**config.mk**
```make
export PLATFORM = sky130hd
export DESIGN_NAME = ucs_bank
export DESIGN_NICKNAME = d
export VERILOG_FILES = /design/src/ucs_pkg.sv /design/src/ucs_evt_if.sv /design/src/ucs_baud.sv /design/src/ucs_shift.sv /design/src/ucs_bank.sv
export SDC_FILE = /design/constraint.sdc
export NUM_CORES = 1
export LEC_CHECK = 0
export ABC_AREA = 1
export BUFFER_PORTS_ARGS = -buffer_cell sky130_fd_sc_hd__buf_2
export CAP_MARGIN = 30
export CORE_ASPECT_RATIO = 1.25
export CORE_UTILIZATION = 48
export CTS_CLUSTER_DIAMETER = 40
export CTS_CLUSTER_SIZE = 24
export DETAILED_ROUTE_END_ITERATION = 16
export PLACE_DENSITY = 0.75
export SETUP_SLACK_MARGIN = 0.5
export SYNTH_ARGS = -nofsm -noshare
export SYNTH_HDL_FRONTEND = slang
export SYNTH_HIERARCHICAL = 1
export SYNTH_SLANG_ARGS = --single-unit
```
**constraint.sdc**
```tcl
create_clock -name SYS_CLK -period 1.2 [get_ports SYS_CLK]
set_input_delay 0.06 -clock SYS_CLK [delete_from_list [all_inputs] [get_ports SYS_CLK]]
set_output_delay 0.06 -clock SYS_CLK [all_outputs]
set_load 0.02 [all_outputs]
```
**src/ucs_pkg.sv**
```systemverilog
// Package of the serial port control and status bank.
// Assumes an APB slave with 32-bit data, one register per aligned word.
package ucs_pkg;
  // ----------------------------------------
  // Register byte offsets.
  // ----------------------------------------
  localparam logic [7:0] OFS_CORE_INT  = 8'h00; // Core interrupt control.
  localparam logic [7:0] OFS_PER_EN    = 8'h04; // Peripheral interrupt enables.
  localparam logic [7:0] OFS_PER_FLAG  = 8'h08; // Peripheral interrupt flags.
  localparam logic [7:0] OFS_RX_DATA   = 8'h0c; // Receive data.
  localparam logic [7:0] OFS_RX_CTL    = 8'h10; // Receive control and status.
  localparam logic [7:0] OFS_BAUD      = 8'h14; // Baud rate divisor.
  localparam logic [7:0] OFS_PORT_DIR  = 8'h18; // Port pin direction.
  localparam logic [7:0] OFS_TX_CTL    = 8'h1c; // Transmit control and status.
  // ----------------------------------------
  // Field positions.
  // ----------------------------------------
  localparam int B_CLK_SRC   = 7; // Clock source select.
  localparam int B_TX_WIDTH  = 6; // Transmit width select.
  localparam int B_TX_EN     = 5; // Transmitter enable bit.
  localparam int B_SYNC_MODE = 4; // Link mode select.
  localparam int B_HIGH_BAUD = 2; // High baud select.
  localparam int B_SHIFT_EMP = 1; // Shift empty flag.
  localparam int B_TX_NINTH  = 0; // Transmit ninth data bit.
  localparam int B_RX_NINTH  = 0; // Received ninth data bit.
  localparam int B_RX_PEND   = 5; // Receive pending flag / enable.
  localparam int B_TX_PEND   = 4; // Transmit pending flag / enable.
  localparam int B_GLOBAL_IE = 7; // Global interrupt enable.
  localparam int B_PERIPH_IE = 6; // Peripheral interrupt gate.
  // ----------------------------------------
  // Masks and reset values.
  // ----------------------------------------
  localparam logic [7:0] TX_WR_MASK   = 8'hf5; // Writable transmit bits.
  localparam logic [7:0] TX_RESET     = 8'h02; // Transmit reset pattern.
  localparam logic [7:0] RX_CTL_RESET = 8'h00; // Receive control reset.
  localparam logic [7:0] RX_CTL_WMASK = 8'hf8; // Writable receive control bits.
  localparam logic [7:0] CORE_WMASK   = 8'hc0; // Implemented core bits.
  localparam logic [7:0] PEN_WMASK    = 8'h30; // Implemented enable bits.
  localparam logic [7:0] ZERO8        = 8'h00; // All-zero byte.
  localparam logic [7:0] DIR_RESET    = 8'hff; // All pins input.
  localparam logic [4:0] SHIFT_BITS8  = 5'h0a; // Frame bits for 8-bit chars.
  localparam logic [4:0] SHIFT_BITS9  = 5'h0b; // Frame bits for 9-bit chars.
  // Transmit shifter state.
  typedef enum logic [0:0] {TX_IDLE, TX_SHIFT} ucs_tx_e;
  // Masked write helper used for the transmit, receive control and interrupt registers.
  function automatic logic [7:0] ucs_merge(input logic [7:0] old_v,
                                           input logic [7:0] new_v,
                                           input logic [7:0] mask);
    ucs_merge = (old_v & ~mask) | (new_v & mask);
  endfunction : ucs_merge
endpackage : ucs_pkg

```
**src/ucs_evt_if.sv**
```systemverilog
// Interface carrying character events between the bank and its helpers.
// Assumes all parties share SYS_CLK.
`timescale 1ns/1ps
`default_nettype none
interface ucs_evt_if;
  logic       load;   // Pulse: start shifting a character.
  logic       nine;   // Character width is nine bits.
  logic       tick;   // Bit-rate enable pulse.
  logic       busy;   // Shifter holds a character.
  logic [7:0] div;    // Baud divisor.
  logic       hs;     // High-speed scaling.
  logic       sync;   // Synchronous mode.
  modport bank  (output load, nine, div, hs, sync, input tick, busy);
  modport shift (input load, nine, tick, output busy);
  modport baud  (input div, hs, sync, output tick);
endinterface : ucs_evt_if
`default_nettype wire

```
**src/ucs_baud.sv**
```systemverilog
// Bit-rate enable divider for the serial port.
// Assumes the divisor and scaling select from the register bank.
`timescale 1ns/1ps
`default_nettype none
module ucs_baud
  import ucs_pkg::*;
(
  input  wire logic clk,    // System clock.
  input  wire logic rst_b,  // Asynchronous active-low reset.
  ucs_evt_if.baud   ev      // Divisor in, tick out.
);
  logic [9:0] cnt_q;  // Down counter.
  logic       tick_q; // Registered tick.
  // ----------------------------------------
  // Divider.
  // ----------------------------------------
  // Low speed or synchronous mode scales the divisor by four, asynchronous high speed by one.
  always_ff @(posedge clk or negedge rst_b) begin
    if (!rst_b) begin
      cnt_q  <= '0;
      tick_q <= 1'b0;
    end else if (cnt_q == '0) begin
      cnt_q  <= (ev.hs && !ev.sync) ? {2'b00, ev.div} : {ev.div, 2'b11};
      tick_q <= 1'b1;
    end else begin
      cnt_q  <= cnt_q - 10'd1;
      tick_q <= 1'b0;
    end
  end
  assign ev.tick = tick_q;
endmodule : ucs_baud
`default_nettype wire

```
**src/ucs_shift.sv**
```systemverilog
// Transmit shift register occupancy tracker.
// Assumes loads arrive only while idle.
`timescale 1ns/1ps
`default_nettype none
module ucs_shift
  import ucs_pkg::*;
(
  input  wire logic clk,    // System clock.
  input  wire logic rst_b,  // Asynchronous active-low reset.
  ucs_evt_if.shift  ev      // Load in, busy out.
);
  ucs_tx_e    st_q;  // Shifter state.
  logic [4:0] bits_q; // Bits left.
  // ----------------------------------------
  // Shifter.
  // ----------------------------------------
  // Counts frame bits out at the bit rate.
  always_ff @(posedge clk or negedge rst_b) begin
    if (!rst_b) begin
      st_q   <= TX_IDLE;
      bits_q <= '0;
    end else begin
      case (st_q)
        TX_IDLE: begin
          if (ev.load) begin
            st_q   <= TX_SHIFT;
            bits_q <= ev.nine ? SHIFT_BITS9 : SHIFT_BITS8;
          end
        end
        TX_SHIFT: begin
          if (ev.tick) begin
            if (bits_q == 5'h01) st_q <= TX_IDLE;
            bits_q <= bits_q - 5'h01;
          end
        end
        default: st_q <= TX_IDLE;
      endcase
    end
  end
  assign ev.busy = (st_q == TX_SHIFT);
endmodule : ucs_shift
`default_nettype wire

```
**src/ucs_bank.sv**
```systemverilog
// Control and status register bank of the serial port.
// Assumes an APB master on SYS_CLK; the receiver supplies characters.
//
// Behaviour
// - clock source bit selects master or slave in synchronous mode
// - width bit selects nine or eight bits
// - unimplemented bits read zero, ignore writes
// - transmit control resets to shift-empty only
// - receive control bits 7..1 clear on reset
// - eight-bit divisor register, clears on reset
// - receive flag bit5, transmit flag bit4
// - receive enable bit5, transmit enable bit4
// - global enable bit7, peripheral gate bit6
// - port direction resets to all ones
// - receive interrupt needs all three enables
//
// Register access over APB and the address map were left to the implementer.
`timescale 1ns/1ps
`default_nettype none
module ucs_bank
  import ucs_pkg::*;
(
  input  wire logic        SYS_CLK,     // System clock, 50 MHz.
  input  wire logic        RST_B,       // Asynchronous reset, active low.
  input  wire logic        PSEL,        // APB select.
  input  wire logic        PENABLE,     // APB access phase.
  input  wire logic        PWRITE,      // APB direction.
  input  wire logic [7:0]  PADDR,       // APB byte address.
  input  wire logic [31:0] PWDATA,      // APB write data.
  output logic      [31:0] PRDATA,      // APB read data.
  output logic             PREADY,      // APB ready.
  output logic             PSLVERR,     // APB error on unmapped address.
  input  wire logic        RX_VALID,    // Pulse: received character.
  input  wire logic [8:0]  RX_CHAR,     // Received character with ninth bit.
  output logic             SHIFT_CLK_MASTER, // High: port makes the shift clock.
  output logic             BIT_TICK,    // Bit-rate enable pulse.
  output logic [7:0]       PIN_DIR,     // Port direction, one is input.
  output logic             IRQ          // Level interrupt request.
);
  ucs_evt_if ev ();                     // Link to helpers.
  logic [7:0] tx_q;                     // Transmit control and status.
  logic [7:0] rxc_q;                    // Receive control and status.
  logic [7:0] rxd_q;                    // Receive data.
  logic [7:0] baud_q;                   // Baud rate divisor.
  logic [7:0] dir_q;                    // Port pin direction.
  logic [7:0] core_q;                   // Core interrupt control.
  logic [7:0] pen_q;                    // Peripheral interrupt enables.
  logic       rx_pend_q;                // Receive pending flag.
  logic       tx_pend_q;                // Transmit pending flag.
  logic       load_q;                   // Shifter load pulse.
  logic       wr_acc;                   // Write access phase.
  logic       rd_acc;                   // Read access phase.
  logic       mapped;                   // Address hits a register.
  logic [7:0] rd_byte;                  // Read mux.
  logic       irq_d;                    // Next interrupt level.
  // ----------------------------------------
  // Bus decode.
  // ----------------------------------------
  assign wr_acc = PSEL && PENABLE && PWRITE;
  assign rd_acc = PSEL && PENABLE && !PWRITE;
  // Address decode, also used for the error answer.
  always_comb begin
    mapped = 1'b1;
    case (PADDR)
      OFS_CORE_INT:  rd_byte = core_q;
      OFS_PER_EN:    rd_byte = pen_q;
      OFS_PER_FLAG:  rd_byte = 8'h00 | ({7'h00, rx_pend_q} << B_RX_PEND)
                                     | ({7'h00, tx_pend_q} << B_TX_PEND);
      OFS_RX_DATA:   rd_byte = rxd_q;
      OFS_RX_CTL:    rd_byte = rxc_q;
      OFS_BAUD:      rd_byte = baud_q;
      OFS_PORT_DIR:  rd_byte = dir_q;
      OFS_TX_CTL:    rd_byte = {tx_q[7:2], !ev.busy, tx_q[0]};
      default: begin
        rd_byte = ZERO8;
        mapped  = 1'b0;
      end
    endcase
  end
  // ----------------------------------------
  // APB answer, zero wait states.
  // ----------------------------------------
  // Read data is registered in the setup cycle so PRDATA is a flop.
  always_ff @(posedge SYS_CLK or negedge RST_B) begin
    if (!RST_B) begin
      PRDATA  <= '0;
      PREADY  <= 1'b0;
      PSLVERR <= 1'b0;
    end else begin
      PREADY  <= PSEL && !PENABLE;
      PSLVERR <= PSEL && !PENABLE && !mapped;
      PRDATA  <= (PSEL && !PENABLE && !PWRITE) ? {24'h000000, rd_byte} : '0;
    end
  end
  // ----------------------------------------
  // Transmit control register.
  // ----------------------------------------
  // Bit 3 and the shift-empty bit are never stored from writes.
  always_ff @(posedge SYS_CLK or negedge RST_B) begin
    if (!RST_B) begin
      tx_q <= TX_RESET;
    end else if (wr_acc && PREADY && PADDR == OFS_TX_CTL) begin
      tx_q <= ucs_merge(tx_q, PWDATA[7:0], TX_WR_MASK);
    end
  end
  // ----------------------------------------
  // Read-write registers, some with masked writes, and the received ninth bit.
  // ----------------------------------------
  always_ff @(posedge SYS_CLK or negedge RST_B) begin
    if (!RST_B) begin
      baud_q <= ZERO8;
      dir_q  <= DIR_RESET;
      core_q <= ZERO8;
      pen_q  <= ZERO8;
      rxc_q  <= RX_CTL_RESET;
    end else begin
      if (wr_acc && PREADY) begin
        case (PADDR)
          OFS_BAUD:     baud_q <= PWDATA[7:0];
          OFS_PORT_DIR: dir_q  <= PWDATA[7:0];
          OFS_CORE_INT: core_q <= ucs_merge(core_q, PWDATA[7:0], CORE_WMASK);
          OFS_PER_EN:   pen_q  <= ucs_merge(pen_q, PWDATA[7:0], PEN_WMASK);
          OFS_RX_CTL:   rxc_q  <= ucs_merge(rxc_q, PWDATA[7:0], RX_CTL_WMASK);
          default: begin
          end
        endcase
      end
      // The ninth bit is stored even when a bus write lands in the same cycle.
      if (RX_VALID) begin
        rxc_q[B_RX_NINTH] <= RX_CHAR[8];
      end
    end
  end
  // ----------------------------------------
  // Receive data and flags.
  // ----------------------------------------
  // Receive flag sets on a character, clears when data is read; set wins.
  always_ff @(posedge SYS_CLK or negedge RST_B) begin
    if (!RST_B) begin
      rxd_q     <= ZERO8;
      rx_pend_q <= 1'b0;
    end else begin
      if (RX_VALID) rxd_q <= RX_CHAR[7:0];
      if (RX_VALID) rx_pend_q <= 1'b1;
      else if (rd_acc && PREADY && PADDR == OFS_RX_DATA) rx_pend_q <= 1'b0;
    end
  end
  // Transmit flag is high while the transmitter is enabled and idle.
  // Writing the receive data word while the transmitter is enabled and idle starts a character.
  always_ff @(posedge SYS_CLK or negedge RST_B) begin
    if (!RST_B) begin
      tx_pend_q <= 1'b0;
      load_q    <= 1'b0;
    end else begin
      tx_pend_q <= tx_q[B_TX_EN] && !ev.busy && !load_q;
      load_q    <= wr_acc && PREADY && PADDR == OFS_RX_DATA && tx_q[B_TX_EN]
                   && !ev.busy;
    end
  end
  // ----------------------------------------
  // Helpers and outputs.
  // ----------------------------------------
  assign ev.load = load_q;
  assign ev.nine = tx_q[B_TX_WIDTH];
  assign ev.div  = baud_q;
  assign ev.hs   = tx_q[B_HIGH_BAUD];
  assign ev.sync = tx_q[B_SYNC_MODE];
  ucs_baud  u_baud  (.clk(SYS_CLK), .rst_b(RST_B), .ev(ev));
  ucs_shift u_shift (.clk(SYS_CLK), .rst_b(RST_B), .ev(ev));
  // Interrupt combines flag, enable, peripheral gate and global enable.
  always_comb begin
    irq_d = core_q[B_GLOBAL_IE] && core_q[B_PERIPH_IE] &&
            ((rx_pend_q && pen_q[B_RX_PEND]) || (tx_pend_q && pen_q[B_TX_PEND]));
  end
  always_ff @(posedge SYS_CLK or negedge RST_B) begin
    if (!RST_B) begin
      IRQ              <= 1'b0;
      SHIFT_CLK_MASTER <= 1'b0;
      BIT_TICK         <= 1'b0;
      PIN_DIR          <= DIR_RESET;
    end else begin
      IRQ              <= irq_d;
      SHIFT_CLK_MASTER <= tx_q[B_SYNC_MODE] && tx_q[B_CLK_SRC];
      BIT_TICK         <= ev.tick;
      PIN_DIR          <= dir_q;
    end
  end
  // ----------------------------------------
  // Checks.
  // ----------------------------------------
  property p_irq_gate;
    @(posedge SYS_CLK) disable iff (!RST_B)
    IRQ |-> $past(core_q[B_GLOBAL_IE]) && $past(core_q[B_PERIPH_IE]);
  endproperty
  a_irq_gate: assert property (p_irq_gate) else $error("irq without enables");
  property p_tx_bit3;
    @(posedge SYS_CLK) disable iff (!RST_B) tx_q[3] == 1'b0;
  endproperty
  a_tx_bit3: assert property (p_tx_bit3) else $error("tx bit3 set");
  property p_rx_set;
    @(posedge SYS_CLK) disable iff (!RST_B) RX_VALID |=> rx_pend_q && rxd_q == $past(RX_CHAR[7:0]);
  endproperty
  a_rx_set: assert property (p_rx_set) else $error("rx flag not set");
  property p_master;
    @(posedge SYS_CLK) disable iff (!RST_B)
    (tx_q[B_SYNC_MODE] && tx_q[B_CLK_SRC]) |=> SHIFT_CLK_MASTER;
  endproperty
  a_master: assert property (p_master) else $error("master clock not set");
  property p_empty;
    @(posedge SYS_CLK) disable iff (!RST_B) load_q |=> ev.busy;
  endproperty
  a_empty: assert property (p_empty) else $error("shifter not busy after load");
  property p_baud_wr;
    @(posedge SYS_CLK) disable iff (!RST_B)
    (wr_acc && PREADY && PADDR == OFS_BAUD) |=> baud_q == $past(PWDATA[7:0]);
  endproperty
  a_baud_wr: assert property (p_baud_wr) else $error("divisor not written");
  property p_dir_out;
    @(posedge SYS_CLK) disable iff (!RST_B) ##1 PIN_DIR == $past(dir_q);
  endproperty
  a_dir_out: assert property (p_dir_out) else $error("direction mismatch");
  property p_pen_mask;
    @(posedge SYS_CLK) disable iff (!RST_B) (pen_q & ~PEN_WMASK) == ZERO8;
  endproperty
  a_pen_mask: assert property (p_pen_mask) else $error("enable reserved set");
endmodule : ucs_bank
`default_nettype wire

```
# Word level (Yosys, flattened, before mapping)
# Index checks and enable logic that the tools add are counted.
totals:
  out_inout_bits: 45
  regBits: 97
  inputBits: 55
op_classes:
  n_mux: 19
  n_reduce_logical: 41
  n_eq_ne: 10
  bitwise_logic: 6
  add_sub_neg: 2
ops:
  columns: ["operator", "count"]
  rows:
  - ["$pmux W8 S8", 1]
  - ["$eq A8 B5 Y1 const B", 4]
  - ["$logic_and A1 B1 Y1", 21]
  - ["$mux W10", 2]
  - ["$eq A8 B4 Y1 const B", 2]
  - ["$reduce_and A2 Y1", 7]
  - ["$mux W1", 11]
  - ["$logic_not A10 Y1", 1]
  - ["$mux W5", 2]
  - ["$pmux W5 S2", 1]
  - ["$sub A10 B1 Y10 const B", 1]
  - ["$eq A8 B3 Y1 const B", 1]
  - ["$logic_not A8 Y1", 1]
  - ["$mux W8", 1]
  - ["$or A3 B8 Y8", 1]
  - ["$or A4 B8 Y8", 1]
  - ["$or A6 B8 Y8", 1]
  - ["$or A8 B6 Y8", 1]
  - ["$reduce_or A8 Y1", 1]
  - ["$logic_not A1 Y1", 6]
  - ["$or A6 B5 Y6", 1]
  - ["$reduce_bool A2 Y1", 3]
  - ["$eq A5 B1 Y1 const B", 1]
  - ["$sub A5 B1 Y5 const B", 1]
  - ["other kinds (4)", 5]

# Longest topological paths before layout
# Gate-level depths: netlist of the first run.
depth:
  ltp_word: 6
  mapped_depth: 10
  ltp_nobuf: 9

# Hierarchy
# The synthesis of the first run kept the hierarchy.
by_module_without_submodules:
  columns: ["module", "cells_each", "area_each_um2", "instances", "seq_area_each_um2"]
  rows:
  - ["ucs_bank", 351, 3057.9, 1, 1621.6]
  - ["ucs_baud", 103, 715.7, 1, 275.3]
  - ["ucs_shift", 43, 344.1, 1, 150.1]

# Worst setup path before layout of the first run
# OpenSTA, ideal clock, no wires.
synth_timing:
  path_type: "register -> register"
  startpoint: "register PREADY"
  endpoint: "register tx_q[6]"
  arrival_time_ps: 1208
  stages_incl_launch_ff: 7
  period_less_slack_ps: 1328
  required_ps: 1079
  path_slack_ps: -128
  path_cell_list: "dfrtp_1 > nand3_1 > inv_1 > nand2_2 > buf_6 > nand2_1 > o21ai_2"
synth_via:
  elab_chain_cells: 2
synth_lines:
  columns: ["element", "line_no", "text"]
  rows:
  - ["start, declared", "ucs_bank.sv:31", "output logic PREADY,"]
  - ["start signal, assigned", "ucs_bank.sv:90", "PREADY <= PSEL && !PENABLE;"]
  - ["$logic_and A1 B1 Y1 (2 in a row)", "ucs_bank.sv:102", "end else if (wr_acc && PREADY && PADDR == OFS_TX_CTL) begin"]
  - ["end signal, assigned", "ucs_bank.sv:103", "tx_q <= ucs_merge(tx_q, PWDATA[7:0], TX_WR_MASK);"]
  - ["end, declared", "ucs_bank.sv:41", "logic [7:0] tx_q;"]
# Every way passes these cells.
# A chain may end at the register's enable or synchronous reset.

# Worst setup path after layout of the first run
layout_timing:
  startpoint: "register u_baud.cnt_q[1]"
  endpoint: "register u_baud.cnt_q[4]"
layout_via:
  elab_chain_cells: 2
  elab_cells_between_ends: 3
  classes_between: "add/sub (1); mux (1); reduce/logical (1)"
layout_lines:
  columns: ["element", "line_no", "text"]
  rows:
  - ["start, declared", "ucs_baud.sv:12", "logic [9:0] cnt_q;"]
  - ["start signal, assigned", "ucs_baud.sv:23", "cnt_q <= (ev.hs && !ev.sync) ? {2'b00, ev.div} : {ev.div, 2'b11};"]
  - ["start signal, assigned", "ucs_baud.sv:26", "cnt_q <= cnt_q - 10'd1;"]
  - ["$sub A10 B1 Y10 / $logic_not A10 Y1 (equally long branches)", "ucs_baud.sv:26, ucs_baud.sv:22", null]
  - ["$mux W10 (*)", "ucs_baud.sv:22", "end else if (cnt_q == '0) begin"]
# Every way passes the cells marked *; elsewhere a longest branch is shown, timed or not.

==> metrics.md, run 1 <==
| Metric | Value |
|---|---|
| Mapped Cells | `497` |
| Synth Area in Compound Gates | `0.08812` |
| CP Data Required Time | `1470 ps` |
| CP Buf/Inv Count | `1` |
| Worst-path clk slew | `80 ps` |
| Sequential area share after synthesis | `0.4971` |
| Clock Path Buffers | `2` |
| Post-synth cell types | `33` |
| CORE AREA | `0.008287 sq mm` |
| Hold wc startpoint | `PENABLE` |
| Pre-CTS setup slack | `-46.10 ps` |
| Post-synth EDFFs | `0` |
| Hold_ws | `9.748 ps` |
| FILL cells | `514` |
| Gr usage total | `0.2608` |
| DRC violations left | `1` |
| Synth top area share | `0.3950` |
| Initial detailed-routing violation count | `231` |
| Synthesis-stage register bit count | `81` |
| Die width | `84.84 microns` |
| First-pass DRT Iterations | `11` |
| Adder-Cell Fraction of Synth Area | `0.009116` |
| Status | `finished with violations` |
| CP Data Arrival Time | `1500 ps` |
| Critical path startpoint | `u_baud/cnt_q[1]` |
| Power Dens Cells | `860.0 mW/mm^2` |
| Share of cells above drive strength 1 | `0.4483` |
| Final hold vios | `0` |
| Post-synthesis mux area share | `0` |
| Final WS setup | `-36.63 ps` |
| CP max stage cell | `dfrtp_1` |
| Maximum VDD drop | `1157 uV` |
| ANT cells | `0` |
| Via count | `3912` |
| Wire length per cell | `16.70 microns` |
| WL final | `12130 microns` |
| Leakage | `2.855 nW` |
| Layout Nets | `682` |
| Hold Path Class | `input port to flop` |
| Row count | `37` |
| Crit path cell chain | `inv_2, ha_4, nand3_4, nor2_4, nand2_4, o21a_1` |
| Post-synth top cells | `nand2_1, dfrtp_1, inv_1` |
| DIE AREA | `0.008955 sq mm` |
| Ys async rst share | `1.000` |
| Area leader, netlist | `dfrtp_1` |
| CTS Sinks | `81` |
| Mapped Area | `0.004118 sq mm` |
| Most common cell in the netlist | `nand2_1` |
| Clk_skew | `17.79 ps` |
| Fmax | `808.7 MHz` |
| First-pass GRT wire length | `17900 microns` |
| Synth area leaders | `dfrtp_1, nand2_1, dfstp_2` |
| Synth Warn # | `6` |
| Critical R2R Launch | `u_baud/cnt_q[1]` |
| Post-synthesis simple-gate area fraction | `0.2847` |
| Max-Cap Viols | `0` |
| DIE HEIGHT | `105.6 microns` |
| Slowest cell delay on critical path | `390 ps` |
| CP Launch Type | `flop` |
| Synth Area in XOR/XNOR | `0.004254` |
| Largest family of logic cells by synthesized area | `simple AND/OR/NAND/NOR gates` |
| Largest net degree at the start of global routing | `27` |
| Effective utilization at floorplan | `0.4969` |
| Final Max Slew Viols | `0` |
| Antenna-violating nets left | `0` |
| Num CTS Buffers | `9` |
| Synth Area per Inst | `8.285 sq um` |
| Min cycle time layout | `1237 ps` |
| CTS root buffer | `clkbuf_8` |
| Ys flop type | `dfrtp_1` |
| Tcrit/Tclk final | `1.031` |
| Crit path kind | `flop to flop` |
| H-tree levels | `3` |
| Routability congestion estimate | `0.9178` |
| Io pins | `100` |
| Worst setup EP type | `flop` |
| HPWL Detailed | `7094 microns` |
| CTS tree | `done` |
| IO buf count | `51` |
| Skew-Pair Late Insertion Delay | `380 ps` |
| GRT Residual Overflow | `0` |
| Overall power | `0.005208 W` |
| RSZ-0062 raised after global routing | `true` |
| Avg Vias per Cell | `5.388` |
| CP delay by family, top | `flip-flops` |
| # setup viols final | `2` |
| Failing checks | `design-rule violations, negative setup slack` |
| Area grow syn2layout | `47.07%` |
| Vias in the first global route | `3898` |
| Antenna violations before repair | `0` |
| Critical Path Fanout Max | `10` |
==> power by group <==
group	internal, W	leakage [nW]	total (W)	switching [W]
clock	0.000865	0.0867	0.00186	0.000994
combinational	0.000206	1.77	0.000550	0.000344
sequential	0.00277	1.00	0.00280	0.0000284
==> registers in the layout, summed over array words and instances, names as in the netlist, 5 cells and up <==
signal	flops
PIN_DIR	8
PRDATA	8
baud_q	8
dir_q	8
rxc_q	6
rxd_q	8
tx_q	6
u_baud/cnt_q	10
u_shift/bits_q	5
==> placed cells by master, fill, tap and decap left out, types with 5 or more instances in the layout <==
cell           count
nand2_1           94
inv_1             37
o21a_1             6
buf_12             6
nor2_1            33
clkbuf_8          11
buf_6             45
dlygate4sd3_1     19
conb_1            24
nor2_4            18
nand2_8            7
nand3_1           33
inv_4              5
buf_2             24
o21ai_2           20
o21ai_0           13
nand3_2           11
dfrtp_1           61
o21ai_1           14
dfstp_2           16
nand2_4           19
inv_2             11
nor2_2             6
buf_4             25
nand2_2           31
==> area by class of cell <==
cell class / instances / area, sq um / area share
Clock buffer: 14 / 162.7 / 0.02686
Clock inverter: 2 / 12.51 / 0.002066
Inverter: 59 / 302.8 / 0.05000
Multi-Input combinational cell: 352 / 2252 / 0.3719
Sequential cell: 81 / 2052 / 0.3388
Tap cell: 97 / 121.4 / 0.02004
Timing Repair Buffer: 121 / 1152 / 0.1903
==> through the flow <==
step / area (sq um) / util / std cells / setup TNS [ps]
after global placement: 4773 / 0.5760 / 659 / -9.136
after global routing: 6056 / 0.7308 / 726 / -812.2
after detailed placement: 4773 / 0.5760 / 659 / -252.1
final: 6056 / 0.7308 / 726 / -41.97
after floorplan: 4448 / - / 520 / 0
after CTS: 5747 / 0.6935 / 714 / -120.2
==> path summary, 6_finish.rpt <==
path / to / slack, ps / cells past startpoint
max reg2reg: u_baud/cnt_q[4] / -40 / 6
max: u_baud/cnt_q[4] / -40 / 6
min in group asynchronous: baud_q[7] / 110 / 2
min reg2reg: PIN_DIR[1] / 390 / 0
max in group asynchronous: dir_q[7] / 600 / 3
min: PREADY / 10 / 3
==> tightest hold or removal path, cell delays in order <==
cell and delay, ps:
buf_2 90, or2_2 130, inv_1 60
==> repair_timing <==
item / 4_1_cts / 5_1_grt
resized for setup: 124 / 55
setup endpoints to repair: 81 / 115
hold buffers: 20 / 0
pin swaps: 38 / 49
cloned: 3 / 0
setup buffers: 16 / 12
hold endpoints to repair: 90 / 0
==> metal layers <==
metal	up-vias	share of wire	GRT usage	wire length, microns
met2	165	0.54	0.4791	6606
met1	1926	0.35	0.2777	4288
li1	1781	-	-	-
met3	40	0.055	0.05403	664
met5	-	0	0	0
met4	0	0.047	0.1380	566
==> logic make-up after synthesis <==
logic type	after synthesis
other	1
xor gates and xnor gates	2
buffers and inverters	90
and+or+nand+nor	260
AOI/OAI and AO/OA	60
DFF	81
adders and majority gates	3
Power figures use the tool's default switching activity.
==> run 2, diff against run 1 <==
--- a/config.mk
+++ b/config.mk
@@ -9,7 +9,7 @@
 export BUFFER_PORTS_ARGS = -buffer_cell sky130_fd_sc_hd__buf_2
 export CAP_MARGIN = 30
 export CORE_ASPECT_RATIO = 1.25
-export CORE_UTILIZATION = 48
+export CORE_UTILIZATION = 50
 export CTS_CLUSTER_DIAMETER = 40
 export CTS_CLUSTER_SIZE = 24
 export DETAILED_ROUTE_END_ITERATION = 16
@@ -17,5 +17,4 @@
 export SETUP_SLACK_MARGIN = 0.5
 export SYNTH_ARGS = -nofsm -noshare
 export SYNTH_HDL_FRONTEND = slang
-export SYNTH_HIERARCHICAL = 1
 export SYNTH_SLANG_ARGS = --single-unit
==> constraint.sdc (replaced) <==
create_clock -name SYS_CLK -period 1.3 [get_ports SYS_CLK]
set_input_delay 0.065 -clock SYS_CLK [delete_from_list [all_inputs] [get_ports SYS_CLK]]
set_output_delay 0.065 -clock SYS_CLK [all_outputs]
set_load 0.02 [all_outputs]
==> metrics.md, run 2 <==
| Metric | Value |
|---|---|
| Avg Vias per Cell | `5.101 (was 5.388)` |
| Largest family of logic cells by synthesized area | `simple AND/OR/NAND/NOR gates (unchanged)` |
| First-pass DRT Iterations | `5 (was 11)` |
| Max reg flops | `10 (unchanged)` |
| Post-Route Setup TNS | `-626.0 ps (was -41.97 ps)` |
| Commonest non-fill, non-tap cell in the layout | `nand2_1 (unchanged)` |
| Row count | `36 (was 37)` |
| Area leader, netlist | `dfrtp_1 (unchanged)` |
| Synth top area share | `0.4065 (was 0.3950)` |
| CP Data Required Time | `1580 ps (was 1470 ps)` |
| Synth area leaders | `dfrtp_1, nand2_1, dfstp_2 (unchanged)` |
| CORE AREA | `0.007792 sq mm (was 0.008287 sq mm)` |
| Biggest register | `u_baud.cnt_q (was u_baud/cnt_q)` |
| Antenna violations before repair | `0 (unchanged)` |
| Worst setup EP type | `flop (unchanged)` |
| Gr usage total | `0.2536 (was 0.2608)` |
| ANT cells | `0 (unchanged)` |
| Die width | `82.02 microns (was 84.84 microns)` |
| Failing checks | `negative setup slack (was design-rule violations, negative setup slack)` |
| Final hold vios | `0 (unchanged)` |
| DRC violations left | `0 (was 1)` |
| IO buf count | `51 (unchanged)` |
| Critical Path Fanout Max | `6 (was 10)` |
| Tcrit/Tclk final | `1.074 (was 1.031)` |
| Initial detailed-routing violation count | `277 (was 231)` |
| CTS root buffer | `clkbuf_8 (unchanged)` |
| GRT Residual Overflow | `0 (unchanged)` |
| CP max stage cell | `dfrtp_1 (unchanged)` |
| Skew-Pair Late Insertion Delay | `350 ps (was 380 ps)` |
| Clock Path Buffers | `2 (unchanged)` |
| H-tree levels | `3 (unchanged)` |
| # setup viols final | `11 (was 2)` |
| Final Max Slew Viols | `0 (unchanged)` |
| Via count | `3535 (was 3912)` |
| Slowest cell delay on critical path | `400 ps (was 390 ps)` |
| Synth Warn # | `0 (was 6)` |
| Post-synth cell types | `35 (was 33)` |
| CTS tree | `done (unchanged)` |
| WL final | `10200 microns (was 12130 microns)` |
| Power Dens Cells | `835.2 mW/mm^2 (was 860.0 mW/mm^2)` |
| Area grow syn2layout | `43.65% (was 47.07%)` |
| CP Data Arrival Time | `1680 ps (was 1500 ps)` |
| Synth Area in Compound Gates | `0.1013 (was 0.08812)` |
| Synthesis-stage register bit count | `81 (unchanged)` |
| Ys flop type | `dfrtp_1 (unchanged)` |
| Io pins | `100 (unchanged)` |
| Num CTS Buffers | `9 (unchanged)` |
| Final instance area | `0.005748 sq mm (was 0.006056 sq mm)` |
| First-pass GRT wire length | `15650 microns (was 17900 microns)` |
| Antenna-violating nets left | `0 (unchanged)` |
| Crit path kind | `flop to flop (unchanged)` |
| Post-synth top cells | `nand2_1, dfrtp_1, inv_1 (unchanged)` |
| Min cycle time layout | `1396 ps (was 1237 ps)` |
| Mapped Cells | `466 (was 497)` |
| CTS Sinks | `81 (unchanged)` |
| Crit path cell chain | `inv_2, ha_4, nand2_4, nor3_4, nand2_4, inv_4, o21ai_1, o21ai_1 (was inv_2, ha_4, nand3_4, nor2_4, nand2_4, o21a_1)` |
| HPWL Detailed | `6148 microns (was 7094 microns)` |
| Pre-CTS setup slack | `-62.18 ps (was -46.10 ps)` |
| DIE AREA | `0.008367 sq mm (was 0.008955 sq mm)` |
| Synth Area in XOR/XNOR | `0.01313 (was 0.004254)` |
| Max-Cap Viols | `0 (unchanged)` |
| Leakage | `2.817 nW (was 2.855 nW)` |
| Post-synth EDFFs | `0 (unchanged)` |
| Overall power | `0.004801 W (was 0.005208 W)` |
| Synth Area per Inst | `8.587 sq um (was 8.285 sq um)` |
| Most common cell in the netlist | `nand2_1 (unchanged)` |
| Status | `finished with violations (unchanged)` |
| Layout Nets | `651 (was 682)` |
| Post-synthesis mux area share | `0 (unchanged)` |
| Sequential area share after synthesis | `0.5116 (was 0.4971)` |
| Mapped Area | `0.004001 sq mm (was 0.004118 sq mm)` |
| Fmax | `716.5 MHz (was 808.7 MHz)` |
| Vias in the first global route | `3350 (was 3898)` |
| Effective utilization at floorplan | `0.5135 (was 0.4969)` |
| Adder-Cell Fraction of Synth Area | `0.009381 (was 0.009116)` |
| Placed Area | `0.004592 sq mm (was 0.004773 sq mm)` |
| Post-Route Utilization | `0.7376 (was 0.7308)` |
| Share of cells above drive strength 1 | `0.4365 (was 0.4483)` |
| Worst-path clk slew | `80 ps (about the same)` |
| Routability congestion estimate | `0.8612 (was 0.9178)` |
| RSZ-0062 raised after global routing | `true (unchanged)` |
| Clk_skew | `7.197 ps (was 17.79 ps)` |
| Maximum VDD drop | `637.4 uV (was 1157 uV)` |
| Ys async rst share | `1.000 (unchanged)` |
| Most frequent cells in the layout | `nand2_1, dfrtp_1, inv_1, buf_4 (was nand2_1, dfrtp_1, buf_6, inv_1)` |
| CP Launch Type | `flop (unchanged)` |
| DIE HEIGHT | `102.0 microns (was 105.6 microns)` |
| Hold Path Class | `input port to flop (unchanged)` |
| Largest net degree at the start of global routing | `82 (was 27)` |
| Final WS setup | `-95.71 ps (was -36.63 ps)` |
| Wire length per cell | `14.72 microns (was 16.70 microns)` |
| Post-synthesis simple-gate area fraction | `0.2495 (was 0.2847)` |
==> run 2: cell count changes after synthesis, moves of 5 or more <==
cell	before	now
nor2_4	8	3
nor2_1	45	35
nand3_1	46	37
o21ai_0	27	44
nand2_1	139	118
o21ai_2	12	4
==> run 2: cell type report <==
type | count | area [sq um]
Tap cell | 95 | 118.9
Multi-Input combinational cell | 326 | 2067
Inverter | 55 | 251.5
Fill cell | 526 | 2044
Clock buffer | 11 | 131.4
Clock inverter | 5 | 56.30
Timing Repair Buffer | 119 | 1064
Timing Repair inverter | 1 | 7.507
Sequential cell | 81 | 2052
==> run 2: path summary, 6_finish.rpt <==
kind | from | to | slack, ps | cells after the start
worst max register to register | u_baud.cnt_q[0] | u_baud.cnt_q[1] | -100 | 8
worst min register to register | dir_q[1] | PIN_DIR[1] | 380 | 0
max in group asynchronous | RST_B | PREADY | 650 | 3
min in group asynchronous | RST_B | u_shift.bits_q[4] | 270 | 3
worst max-delay path | u_baud.cnt_q[0] | u_baud.cnt_q[1] | -100 | 8
worst min-delay path | PENABLE | PSLVERR | 20 | 4
==> run 2: timing repair <==
item / CTS / global route
pin swaps: 37 / 28
hold buffers: 19 / 0
endpoints found under the hold margin: 89 / 0
buffers inserted: 20 / 5
resized for setup: 98 / 53
cloned: 6 / 0
setup endpoints to repair: 79 / 80
==> run 2: logic make-up after synthesis <==
| kind of cell | count (synthesis) |
|---|---|
| flops | 81 |
| xor+xnor | 6 |
| compound gates | 73 |
| other cells | 1 |
| simple gates | 215 |
| fa+ha+maj | 3 |
| buf+inv | 87 |
==> run 2: layer usage <==
metal | global-route usage | share of wire | wire, microns | up-vias
met1 | 0.3184 | 0.41 | 4221 | 1690
met3 | 0.05982 | 0.042 | 428 | 23
met4 | 0.1066 | 0.026 | 261 | 0
met2 | 0.4158 | 0.52 | 5290 | 126
met5 | 0 | 0 | 0 | -
li1 | - | - | - | 1696
==> run 2: power breakdown <==
part	internal [W]	switching (W)	total (W)
clock network	0.000885	0.000893	0.00178
logic	0.000155	0.000288	0.000442
registers	0.00256	0.0000210	0.00258
total	0.00360	0.00120	0.00480
==> run 2: per-stage QoR <==
step	cells	hold WS, ps
global placement	627	122.1
CTS	688	5.786
detailed placement	627	127.0
global route	693	26.04
floorplan	489	-230.6
finish	693	17.31
==> run 2: worst max-delay path, delay by kind of cell (launching register included) <==
| kind | cells | cell delay, ps |
|---|---|---|
| AND/OR/NAND/NOR | 3 | 450 |
| adder cells (fa/ha/maj) | 1 | 150 |
| buffers and inverters | 2 | 180 |
| AO/OA/AOI/OAI | 2 | 150 |
| flip-flops | 1 | 400 |
==> run 3, diff against run 2 <==
--- a/config.mk
+++ b/config.mk
@@ -6,10 +6,12 @@
 export NUM_CORES = 1
 export LEC_CHECK = 0
 export ABC_AREA = 1
+export ABC_CLOCK_PERIOD_IN_PS = 1300
 export BUFFER_PORTS_ARGS = -buffer_cell sky130_fd_sc_hd__buf_2
 export CAP_MARGIN = 30
 export CORE_ASPECT_RATIO = 1.25
 export CORE_UTILIZATION = 50
+export CTS_BUF_LIST = sky130_fd_sc_hd__clkbuf_8
 export CTS_CLUSTER_DIAMETER = 40
 export CTS_CLUSTER_SIZE = 24
 export DETAILED_ROUTE_END_ITERATION = 16
==> metrics.md, run 3 (synthesis gave the netlist of run 2 again) <==
| Metric | Value |
|---|---|
| Max-Cap Viols | `0 (unchanged)` |
| Largest net degree at the start of global routing | `82 (unchanged)` |
| Routability congestion estimate | `0.8612 (unchanged)` |
| Final hold vios | `0 (unchanged)` |
| Layout Nets | `651 (unchanged)` |
| First-pass GRT wire length | `15650 microns (unchanged)` |
| Gr usage total | `0.2536 (unchanged)` |
| Met1 Use GR | `0.3184 (unchanged)` |
| Final Max Slew Viols | `0 (unchanged)` |
| Crit path kind | `flop to flop (unchanged)` |
| # setup viols final | `10 (was 11)` |
| Pre-CTS setup slack | `-62.18 ps (unchanged)` |
| GRT met3 Usage | `0.05982 (unchanged)` |
| GRT Max-Usage Layer | `met2 (unchanged)` |
| H-tree levels | `3 (unchanged)` |
| Vias in the first global route | `3352 (was 3350)` |
| Worst setup EP type | `flop (unchanged)` |
| ANT cells | `0 (unchanged)` |
| Most frequent cells in the layout | `nand2_1, dfrtp_1, inv_1, buf_4 (unchanged)` |
| Final WS setup | `-94.78 ps (was -95.71 ps)` |
| Maximum VDD drop | `639.6 uV (was 637.4 uV)` |
| Antenna-violating nets left | `0 (unchanged)` |
| Worst-path clk slew | `80 ps (about the same)` |
| CP Data Required Time | `1580 ps (about the same)` |
| CP Data Arrival Time | `1680 ps (about the same)` |
| Placed Cells incl. Taps | `627 (unchanged)` |
| Leakage | `2.826 nW (was 2.817 nW)` |
| Crit path cell chain | `inv_2, ha_4, nand2_4, nor3_4, nand2_4, inv_4, o21ai_1, o21ai_1 (unchanged)` |
| Met2 Use GR | `0.4158 (unchanged)` |
| IO buf count | `51 (unchanged)` |
| First-pass DRT Iterations | `4 (was 5)` |
| Skew-Pair Late Insertion Delay | `350 ps (about the same)` |
| Biggest register | `u_baud.cnt_q (unchanged)` |
| CTS Sinks | `81 (unchanged)` |
| CP max stage cell | `dfrtp_1 (unchanged)` |
| CTS tree | `done (unchanged)` |
| Row count | `36 (unchanged)` |
| Clk_skew | `6.599 ps (was 7.197 ps)` |
| Hold Path Class | `input port to flop (unchanged)` |
| Cell Count, Final, Fillers Out | `693 (unchanged)` |
| Effective utilization at floorplan | `0.5135 (unchanged)` |
| Status | `finished with violations (unchanged)` |
| Via count | `3499 (was 3535)` |
| Failing checks | `negative setup slack (unchanged)` |
| CORE AREA | `0.007792 sq mm (unchanged)` |
| WL final | `10130 microns (was 10200 microns)` |
| CP Launch Type | `flop (unchanged)` |
| Min cycle time layout | `1395 ps (was 1396 ps)` |
| R2R depth | `8 (unchanged)` |
| RSZ-0062 raised after global routing | `true (unchanged)` |
| Commonest non-fill, non-tap cell in the layout | `nand2_1 (unchanged)` |
| Die width | `82.02 microns (unchanged)` |
| DRC violations left | `0 (unchanged)` |
| Hold path cells | `4 (unchanged)` |
| Initial detailed-routing violation count | `280 (was 277)` |
| Wire length per cell | `14.62 microns (was 14.72 microns)` |
| Clock Path Buffers | `2 (unchanged)` |
| Fmax | `717.0 MHz (was 716.5 MHz)` |
| Tcrit/Tclk final | `1.073 (was 1.074)` |
| Reg2reg setup slack | `-90 ps (was -100 ps)` |
| Io pins | `100 (unchanged)` |
| Placed Area | `0.004592 sq mm (unchanged)` |
| Avg Vias per Cell | `5.049 (was 5.101)` |
| Max reg flops | `10 (unchanged)` |
| FILL cells | `526 (unchanged)` |
| GRT Residual Overflow | `0 (unchanged)` |
| Antenna violations before repair | `0 (unchanged)` |
| HPWL Detailed | `6148 microns (unchanged)` |
| Share of cells above drive strength 1 | `0.4365 (unchanged)` |
| Final instance area | `0.005748 sq mm (unchanged)` |
| DIE HEIGHT | `102.0 microns (unchanged)` |
| DIE AREA | `0.008367 sq mm (unchanged)` |
| Power Dens Cells | `831.6 mW/mm^2 (was 835.2 mW/mm^2)` |
| Num CTS Buffers | `9 (unchanged)` |
| CTS root buffer | `clkbuf_8 (unchanged)` |
| Slowest cell delay on critical path | `390 ps (was 400 ps)` |
| Area grow syn2layout | `43.65% (unchanged)` |
| Critical Path Fanout Max | `6 (unchanged)` |
## run 3: changes by cell type in the layout (fill, tap and decap cells not counted)
cell,previous run,this run
clkbuf_1,2,0
inv_1,36,38
## run 3: final timing paths
check	startpoint	endpoint
max	u_baud.cnt_q[0]	u_baud.cnt_q[1]
min	PENABLE	PSLVERR
max reg2reg	u_baud.cnt_q[0]	u_baud.cnt_q[1]
min reg2reg	dir_q[1]	PIN_DIR[1]
max in group asynchronous	RST_B	dir_q[2]
min in group asynchronous	RST_B	u_shift.bits_q[4]
## run 3: area by class of cell
| class | instances | area (sq um) | share of cell area |
|---|---|---|---|
| repair inverters | 1 | 7.507 | 0.001306 |
| flip-flops and latches | 81 | 2052 | 0.3570 |
| clock buffers | 9 | 123.9 | 0.02155 |
| multi-input cells | 326 | 2067 | 0.3596 |
| well taps | 95 | 118.9 | 0.02068 |
| clock inverters | 7 | 63.81 | 0.01110 |
| inverters | 55 | 251.5 | 0.04375 |
| repair buffers | 119 | 1064 | 0.1850 |
## run 3: per-stage QoR
step / hold slack [ps] / utilization / TNS (ps) / power, W
floorplan: -230.6 / - / 0 / 0.002868
global route: 26.04 / 0.7376 / -1549 / 0.004980
global placement: 122.1 / 0.5893 / -22.09 / 0.002978
detailed placement: 127.0 / 0.5893 / -351.8 / 0.002985
finish: 18.55 / 0.7376 / -614.6 / 0.004780
CTS: 5.786 / 0.7102 / -248.8 / 0.004810
## run 3: per-layer routing
layer	share of wire	routed length, microns	vias up
li1	-	-	1693
met1	0.40	4081	1665
met2	0.52	5237	119
met3	0.054	544	22
met4	0.027	271	0
met5	0	0	-
## run 3: critical path: cells and delay by family (launching register included)
family | cells | cell delay (ps)
DFF | 1 | 390
AOI/OAI and AO/OA | 2 | 150
adders and majority gates | 1 | 150
buffers and inverters | 2 | 180
and+or+nand+nor | 3 | 450
## run 3: where the power goes
part           switching (W)  internal, W
clock network       0.000890     0.000870
logic               0.000287     0.000155
registers          0.0000209      0.00256
total                0.00120      0.00358
## run 3: timing repair
| item | in CTS | in global routing |
|---|---|---|
| endpoints found under the hold margin | 89 | 0 |
| pin swaps | 37 | 28 |
| setup endpoints to repair | 79 | 80 |
| hold buffers | 19 | 0 |
| buffers inserted | 20 | 5 |
| gates cloned | 6 | 0 |
| gates resized for setup | 98 | 53 |
